## config.mk

```make
export PLATFORM = sky130hd
export DESIGN_NAME = pnc_nest_regs
export DESIGN_NICKNAME = d
export VERILOG_FILES = /design/src/shared/pnc_pkg.sv /design/src/rtl/pnc_gateway.sv /design/src/rtl/pnc_nest_regs.sv
export SDC_FILE = /design/constraint.sdc
export NUM_CORES = 2
export LEC_CHECK = 0
export BUFFER_PORTS_ARGS = -buffer_cell sky130_fd_sc_hd__buf_2
export CORE_UTILIZATION = 40
export CTS_CLUSTER_DIAMETER = 80
export DETAILED_ROUTE_END_ITERATION = 8
export MAX_ROUTING_LAYER = met4
export RECOVER_POWER = 100
export SLEW_MARGIN = 20
export SYNTH_ARGS = -nofsm -noshare
export SYNTH_HDL_FRONTEND = slang
export SYNTH_SLANG_ARGS = --single-unit
```

## constraint.sdc

```tcl
create_clock -name clk -period 2 [get_ports clk]
set_input_delay 0.2 -clock clk [delete_from_list [all_inputs] [get_ports clk]]
set_output_delay 0.2 -clock clk [all_outputs]
set_load 0.005 [all_outputs]
```

## src/shared/pnc_pkg.sv

```systemverilog
package pnc_pkg;
  // ----------------------------------------
  // CSR numbers
  // ----------------------------------------
  localparam logic [11:0] CSR_VEC_TABLE = 12'h0BC8;
  localparam logic [11:0] CSR_THRESH = 12'h0BC9;
  localparam logic [11:0] CSR_CLAIM_TRIG = 12'h0BCA;
  localparam logic [11:0] CSR_CLAIM_PRI = 12'h0BCB;
  localparam logic [11:0] CSR_CUR_PRI = 12'h0BCC;
  localparam logic [11:0] CSR_HANDLER_PTR = 12'h0FC8;
  // ----------------------------------------
  // Memory-mapped gateway offsets
  // ----------------------------------------
  localparam logic [15:0] GW_CFG_BASE = 16'h4000;
  localparam logic [15:0] GW_CLR_BASE = 16'h5000;
  // Bits 15:10 and 1:0 take part, so no offset aliases onto a source
  localparam logic [15:0] GW_WIN_MASK = 16'hFC03;
  localparam int NSRC = 256;
  localparam int IDW = 8;
  localparam int PRIW = 4;
  // ----------------------------------------
  // Field positions and resets
  // ----------------------------------------
  localparam int GW_POL_BIT = 0;
  localparam int GW_TYPE_BIT = 1;
  localparam int VT_BASE_LSB = 10;
  localparam int HP_ID_LSB = 2;
  localparam logic [3:0] PRI_RESET = 4'h0;
  localparam logic [1:0] GW_CFG_RESET = 2'h0;
  localparam logic [21:0] VT_RESET = 22'h00_0000;
  localparam logic [31:0] ZERO_WORD = 32'h0000_0000;

  typedef struct packed {
    logic we;
    logic re;
    logic [11:0] addr;
    logic [31:0] wdata;
  } pnc_csr_req_s;

  typedef struct packed {
    logic we;
    logic re;
    logic [15:0] addr;
    logic [31:0] wdata;
  } pnc_mem_req_s;

  typedef struct packed {
    logic type_edge;
    logic active_low;
  } pnc_gw_cfg_s;
endpackage

```

## src/rtl/pnc_gateway.sv

```systemverilog
`timescale 1ns/10ps
`default_nettype none
module pnc_gateway
  import pnc_pkg::*;
(
  input wire logic clk,
  input wire logic rst,
  input wire logic irq_in,
  input wire pnc_gw_cfg_s cfg,
  input wire logic clr,
  output logic pending
);
  // ----------------------------------------
  // Gateway pending bit
  // ----------------------------------------
  logic prev;
  logic next_prev;
  logic held;
  logic next_held;
  logic lvl;

  always_comb begin
    lvl = irq_in ^ cfg.active_low;
    next_prev = lvl;
    next_held = held;
    // Edge wins over a clear in the same cycle
    if (clr) begin
      next_held = 1'b0;
    end
    if (lvl && !prev) begin
      next_held = 1'b1;
    end
  end

  always_ff @(posedge clk) begin
    if (rst) begin
      prev <= 1'b0;
      held <= 1'b0;
    end else begin
      prev <= next_prev;
      held <= next_held;
    end
  end

  assign pending = cfg.type_edge ? held : lvl;
endmodule
`default_nettype wire

```

## src/rtl/pnc_nest_regs.sv

```systemverilog
`timescale 1ns/10ps
`default_nettype none
// Notes on behaviour
// - Claim capture loads priority of captured source
// - Priority CSR paths invert in reverse order
// - Interrupt only above both thresholds
// - Current priority firmware-written only, resets zero
// - Config bit 1 selects level or edge
// - Config bit 0 selects polarity
// - Config register at 0x4000 plus 4S
// - Clear write at 0x5000 plus 4S drops pending in edge mode; level-mode pending follows the input
// - Clear register accepts any write, reads zero
// - Gateway registers idempotent 32-bit words
// - CSR numbers decoded as documented
// - Claim trigger captures ID and priority together
// - Priorities at or below threshold are masked
module pnc_nest_regs
  import pnc_pkg::*;
(
  input wire logic clk,
  input wire logic rst,
  input wire logic reverse_order,
  input wire pnc_csr_req_s csr_req,
  output logic [31:0] csr_rdata,
  input wire pnc_mem_req_s mem_req,
  output logic [31:0] mem_rdata,
  input wire logic [NSRC-1:1] ext_irq,
  input wire logic [IDW-1:0] win_id,
  input wire logic [PRIW-1:0] win_pri,
  output logic [NSRC-1:1] gw_pending,
  output logic ext_int
);
  // ----------------------------------------
  // Helpers
  // ----------------------------------------
  // Reverse order is handled by flipping at the core boundary only
  function automatic logic [3:0] prio_map(input logic [3:0] v,
                                          input logic rev);
    prio_map = rev ? ~v : v;
  endfunction

  function automatic logic [8:0] gw_index(input logic [15:0] a,
                                          input logic [15:0] base);
    gw_index = {((a & GW_WIN_MASK) == base), a[9:2]};
  endfunction

  // ----------------------------------------
  // CSR state
  // ----------------------------------------
  logic [21:0] vt_base;
  logic [21:0] next_vt_base;
  logic [3:0] thresh;
  logic [3:0] next_thresh;
  logic [3:0] claim_pri;
  logic [3:0] next_claim_pri;
  logic [3:0] cur_pri;
  logic [3:0] next_cur_pri;
  logic [7:0] claim_id;
  logic [7:0] next_claim_id;
  logic [3:0] wr4;

  always_comb begin
    next_vt_base = vt_base;
    next_thresh = thresh;
    next_claim_pri = claim_pri;
    next_cur_pri = cur_pri;
    next_claim_id = claim_id;
    wr4 = prio_map(csr_req.wdata[3:0], reverse_order);
    if (csr_req.we) begin
      if (csr_req.addr == CSR_VEC_TABLE) begin
        next_vt_base = csr_req.wdata[31:VT_BASE_LSB];
      end else if (csr_req.addr == CSR_THRESH) begin
        next_thresh = wr4;
      end else if (csr_req.addr == CSR_CLAIM_TRIG) begin
        next_claim_id = win_id;
        next_claim_pri = win_pri;
      end else if (csr_req.addr == CSR_CLAIM_PRI) begin
        next_claim_pri = wr4;
      end else if (csr_req.addr == CSR_CUR_PRI) begin
        next_cur_pri = wr4;
      end
    end
  end

  always_ff @(posedge clk) begin
    if (rst) begin
      vt_base <= VT_RESET;
      thresh <= PRI_RESET;
      claim_pri <= PRI_RESET;
      cur_pri <= PRI_RESET;
      claim_id <= 8'h00;
    end else begin
      vt_base <= next_vt_base;
      thresh <= next_thresh;
      claim_pri <= next_claim_pri;
      cur_pri <= next_cur_pri;
      claim_id <= next_claim_id;
    end
  end

  always_comb begin
    csr_rdata = ZERO_WORD;
    if (csr_req.addr == CSR_VEC_TABLE) begin
      csr_rdata = {vt_base, 10'h000};
    end else if (csr_req.addr == CSR_THRESH) begin
      csr_rdata = {28'h000_0000, prio_map(thresh, reverse_order)};
    end else if (csr_req.addr == CSR_CLAIM_PRI) begin
      csr_rdata = {28'h000_0000, prio_map(claim_pri, reverse_order)};
    end else if (csr_req.addr == CSR_CUR_PRI) begin
      csr_rdata = {28'h000_0000, prio_map(cur_pri, reverse_order)};
    end else if (csr_req.addr == CSR_HANDLER_PTR) begin
      csr_rdata = {vt_base, claim_id, 2'b00};
    end
  end

  // ----------------------------------------
  // Notification
  // ----------------------------------------
  // Stored values are in standard order, so each mask is one plain compare
  assign ext_int = (win_pri > thresh) && (win_pri > cur_pri);

  // ----------------------------------------
  // Gateway registers
  // ----------------------------------------
  logic [8:0] cfg_idx;
  logic [8:0] clr_idx;
  pnc_gw_cfg_s gw_cfg [NSRC];
  pnc_gw_cfg_s next_gw_cfg [NSRC];

  assign cfg_idx = gw_index(mem_req.addr, GW_CFG_BASE);
  assign clr_idx = gw_index(mem_req.addr, GW_CLR_BASE);

  always_comb begin
    for (int s = 0; s < NSRC; s++) begin
      next_gw_cfg[s] = gw_cfg[s];
    end
    // Source 0 has no gateway; its word stays reserved
    if (mem_req.we && cfg_idx[8] && cfg_idx[7:0] != 8'h00) begin
      next_gw_cfg[cfg_idx[7:0]] = mem_req.wdata[1:0];
    end
  end

  always_ff @(posedge clk) begin
    for (int s = 0; s < NSRC; s++) begin
      if (rst) begin
        gw_cfg[s] <= GW_CFG_RESET;
      end else begin
        gw_cfg[s] <= next_gw_cfg[s];
      end
    end
  end

  always_comb begin
    mem_rdata = ZERO_WORD;
    if (cfg_idx[8] && cfg_idx[7:0] != 8'h00) begin
      mem_rdata = {30'h0000_0000, gw_cfg[cfg_idx[7:0]]};
    end
  end

  genvar g;
  generate
    for (g = 1; g < NSRC; g++) begin : gen_gw
      pnc_gateway u_gw (
        .clk(clk),
        .rst(rst),
        .irq_in(ext_irq[g]),
        .cfg(gw_cfg[g]),
        .clr(mem_req.we && clr_idx == {1'b1, 8'(g)}),
        .pending(gw_pending[g])
      );
    end
  endgenerate
endmodule
`default_nettype wire

```

Word level (Yosys, flattened, before mapping). Memory sizes are Yosys's and may differ from the RTL's. Index checks and enable logic that the tools add are counted.

Flip-flop bits (word level): 552. Bits in writable memories: 512. Bits of input ports: 366. Output and inout bits: 320. Logic and storage cells: 3375. Memories kept: 1.

Magnitude comparators: 4. Equal/unequal tests: 263. Muxes and demuxes: 1040. Bitwise gates (word level): 520. Reduce and logical (&&, ||, !) cells: 1032.

Memories: gw_cfg (depth 256, bits a word 2, read ports 257, clocked after Yosys merged registers in 0, write ports 256, RTL line pnc_nest_regs.sv:127) `pnc_gw_cfg_s gw_cfg [NSRC];`.

Operators by type and width (count): $eq 9x9->1 const B (255); $mux 1 (768); $mux 2 (258); $logic_and 1x1->1 (515); $bwmux 512 (1); $mux 512 (1); $reduce_bool 2->1 (256); $or 1x1->1 (256); $logic_not 1->1 (255); $xor 1x1->1 (255); $mux 32 (5); $eq 12x12->1 const B (6); $mux 4 (6); $demux 2 s8 (1); $eq 8x7->1 const B (2); $not 4->4 (4); $ge 9x9->1 const B (1); $lt 9x1->1 const B (1); $not 8->9 (1); $gt 4x4->1 (2); $reduce_and 4->1 (2); $reduce_bool 8->1 (1); $reduce_and 6->1 (1); $not 1->1 (4); 2 further kinds (2).

Longest topological paths before layout.
Depth after elaboration: 8. Mapped depth: 11. Depth with buffers taken out: 7.

Cells and area by module. From an unflattened synthesis, not the netlist that was laid out.

Cells, all modules: 5663. Area total of the unflattened synthesis: 48542.8 um^2.

By module, submodules not included: pnc_nest_regs (instances 1, cells each 3623, area each 27804.2 um^2, sequential area each 11090.6 um^2); pnc_gateway (instances 255, cells each 8, area each 81.3 um^2, sequential area each 40.0 um^2).

Worst setup path before layout. No wires, ideal clock.

Path kind: in2out. Start: in mem_req[34] in the netlist's numbering. End: out mem_rdata[1]. Arrival time: 1.940 ns. Required time: 1.800 ns. Setup slack: -0.140 ns. Stages: 8. Path buffers: 3. Cells stage by stage: buf_6 buf_12 buf_12 mux4_2 mux4_2 o22ai_1 nor3_1 o22a_1.

Cells in the longest elaborated chain, start to end: 3. Elaborated cells between the ends (all ways): 4. Those cells by class: mux (1); reduce/logical (2); memory (1).

RTL lines: start, declared (RTL line pnc_nest_regs.sv:25) `input wire pnc_mem_req_s mem_req,`; parallel branches: the longest is 2 deep, another holds $mem_v2 256x2; $mux 2 * (RTL line pnc_nest_regs.sv:155) `if (cfg_idx[8] && cfg_idx[7:0] != 8'h00) begin`; end, declared (RTL line pnc_nest_regs.sv:26) `output logic [31:0] mem_rdata,`.

Every way passes the cells marked *.

==> summary.txt <==
Worst setup path
  • R2R Path Start: vt_base[10]
  • Critical path class: register to output port
  • Crit Path Max Fanout: 2
  • Worst setup path start: gw_cfg[46][1]
  • CP required: 1.80 ns
  • Crit path launch type: register
  • Crit path capture type: output port
  • Data arrival, critical path: 2.78 ns

Place
  • DP HPWL: 146000 um
  • PortBufs: 617
  • DP Worst Slack: -1.32 ns
  • RePlAce Congestion: 0.966

Global routing
  • GR Overflow Total: 0
  • Vias in the first global route: 44200
  • Total GRT Usage: 0.320
  • Largest net degree at the start of global routing: 105
  • First-pass GRT wire length: 293000 um
  • Number of antenna violations at the first check in global routing: 16

Yosys
  • EDFF count, synth: 0
  • Syn avg cell area: 8.76 um2
  • Synthesized instance count: 5732
  • Count leader, synth: dfxtp_1
  • Post-synth top area cell: dfxtp_1
  • Async set-reset flop share out of synthesis: 0
  • Synth top area cells: dfxtp_1 (42%), a21oi_1 (8.0%), o21ai_0 (6.7%), mux2_2 (6.1%), nand2_1 (4.9%)
  • Netlist Area Pre-Place: 50200 um2
  • Register area share after synthesis: 0.424
  • Synth Warn #: 0
  • Netlist cell types: 60
  • Flops & latches, synth: 1064
  • Post-synth top cells: dfxtp_1 (1064), a21oi_1 (807), o21ai_0 (676), nand2_1 (661), buf_4 (298)
  • Top FF cell, synth: dfxtp_1
  • Area share of the largest cell type after synthesis: 0.424

CTS
  • CTS tree: done
  • Worst skew pair latency: 0.72 ns
  • CTS root buffer: clkbuf_16
  • Clk sinks: 1064
  • Total CTS buffers: 117
  • Htree depth: 3
  • Clk buf depth: 3
  • CTS clk-pin slew, worst paths: 0.06 ns

Power and ir drop
  • Maximum vdd drop: 0.701 mV
  • Leak: 28.0 nW
  • Power per Cell Area: 709 nW/um2

Drt
  • ANT nets after route: 0
  • DR iter-0 viols: 5183
  • Vias/cell: 5.45
  • Vias: 47500
  • WL per Instance: 23.7 um
  • DRC violations left: 0
  • Drt total wl: 207000 um
  • Drt pass-1 iters: 8

Floorplanning
  • IO Count: 686
  • Rows: 129
  • Die Wd: 356 um
  • Starting Density: 0.405
  • Die Ht: 356 um
  • Die Area: 127000 um2
  • Core box area: 124000 um2

STA
  • Slew HR: 0.172
  • WHS: 0.0482 ns
  • Clk_skew: 0.0242 ns
  • Unrepaired setup endpoints after global routing: yes
  • Max-slew violations: 0
  • Final Setup Violations: 635
  • Worst-margin pin slew: 1.24 ns
  • Fin crit share: 1.49
  • Worst Setup Slack, final: -0.980 ns
  • Fin crit period: 2.98 ns
  • Final hold viol count: 0
  • Fmax: 336 MHz

Status
  • Failing checks: negative setup slack
  • Outcome: finished, violations left

Cells and area
  • Layout area overhead: 40.6%
  • Share of layout cells above drive strength 1: 0.352
  • Fill cells: 10800
  • Net count reported at finish: 7331

Run
  • Max Cap Viol: 0

Worst hold path
  • Hold path startpoint: csr_req[45]
  • Worst Hold Class: primary input to register
## kinds of logic after synthesis
family	share of synthesized area
simple gates	0.160
compound gates	0.159
flops	0.424
buf+inv	0.0828
mux	0.125
xor+xnor	0.0462
fa+ha+maj	0.00199
other cells	0.0000746
## timing repair
item	in CTS	in global routing
setup endpoints to repair	159	168
hold buffers	306	0
hold endpoints to repair	595	0
gates resized for setup	631	413
pin swaps	54	66
buffers inserted	51	51
## worst max-delay path: stages, from the launching register on
cell and delay [ns]:
dfxtp_1 0.32, mux4_2 0.48, mux4_2 0.57, o22ai_2 0.21
nor4_2 0.07, o22a_4 0.27, buf_6 0.13
## flip-flops by register name, indices dropped and copies added (netlist names)
signal / count
thresh: 4
gen_gw.u_gw.held: 255
gen_gw.u_gw.prev: 255
vt_base: 22
claim_pri: 4
gw_cfg: 512
cur_pri: 4
claim_id: 8
## stage by stage
stage	instances	setup TNS, ns	area, um2	total power, mW	utilization
after floorplan	5761	-0.198	50400	25.1	-
after global placement	8114	-199.75	59100	26.7	0.476
after detailed placement	8114	-219.24	59100	26.8	0.476
after CTS	8680	-2.80	69200	50.1	0.557
after global routing	8701	-126.73	70600	51.6	0.569
final	8704	-89.33	70600	50.1	0.569
## where the power goes
part           total [mW]  switching [mW]  internal [mW]
registers            22.1           0.235           21.8
logic                5.35            2.82           2.54
clock network        22.7            9.23           13.4
## final cells by class
cell class	instances	area, um2	area share
clock inverters	37	490	0.00695
repair buffers	1790	14900	0.211
well taps	1637	2050	0.0290
flip-flops and latches	1064	21600	0.305
multi-input cells	3974	28000	0.397
diodes	9	22.5	0.000319
inverters	10	37.5	0.000532
clock buffers	183	3550	0.0502
## cells in the final DEF (no fill, tap or decap), types with 31 or more instances in the layout
master | synthesis | routed
a21oi_1 | 807 | 800
and2_1 | 32 | 31
buf_12 | 7 | 83
buf_2 | 56 | 451
buf_4 | 298 | 582
buf_6 | 14 | 265
clkbuf_1 | 290 | 72
clkbuf_16 | 0 | 118
clkbuf_2 | 12 | 40
clkbuf_8 | 0 | 37
dfxtp_1 | 1064 | 872
dfxtp_2 | 0 | 180
dlygate4sd3_1 | 0 | 305
mux2_2 | 270 | 87
mux2_4 | 0 | 177
mux2i_1 | 70 | 67
mux4_2 | 102 | 106
nand2_1 | 661 | 647
nand2b_1 | 264 | 264
nand3_1 | 116 | 112
nor2_1 | 265 | 260
nor2b_1 | 274 | 269
o21ai_0 | 676 | 669
xor2_1 | 265 | 70
xor2_2 | 0 | 148
xor2_4 | 0 | 47
## metal layers
metal	part of all wire	routed length (um)	up-vias	global-route usage
met2	0.46	94700	2397	0.493
li1	-	-	21600	-
met5	0	0	-	-
met1	0.40	83600	23000	0.415
met3	0.086	17900	423	0.0455
met4	0.051	10500	0	0.147
## path summary, 6_finish.rpt
kind,to,slack (ns),cells past startpoint
hold reg to reg,vt_base[3],0.45,2
setup / recovery,mem_rdata[1],-0.98,6
setup reg to reg,vt_base[10],0.82,3
hold / removal,vt_base[9],0.05,6
(Power assumes the default switching activity.)
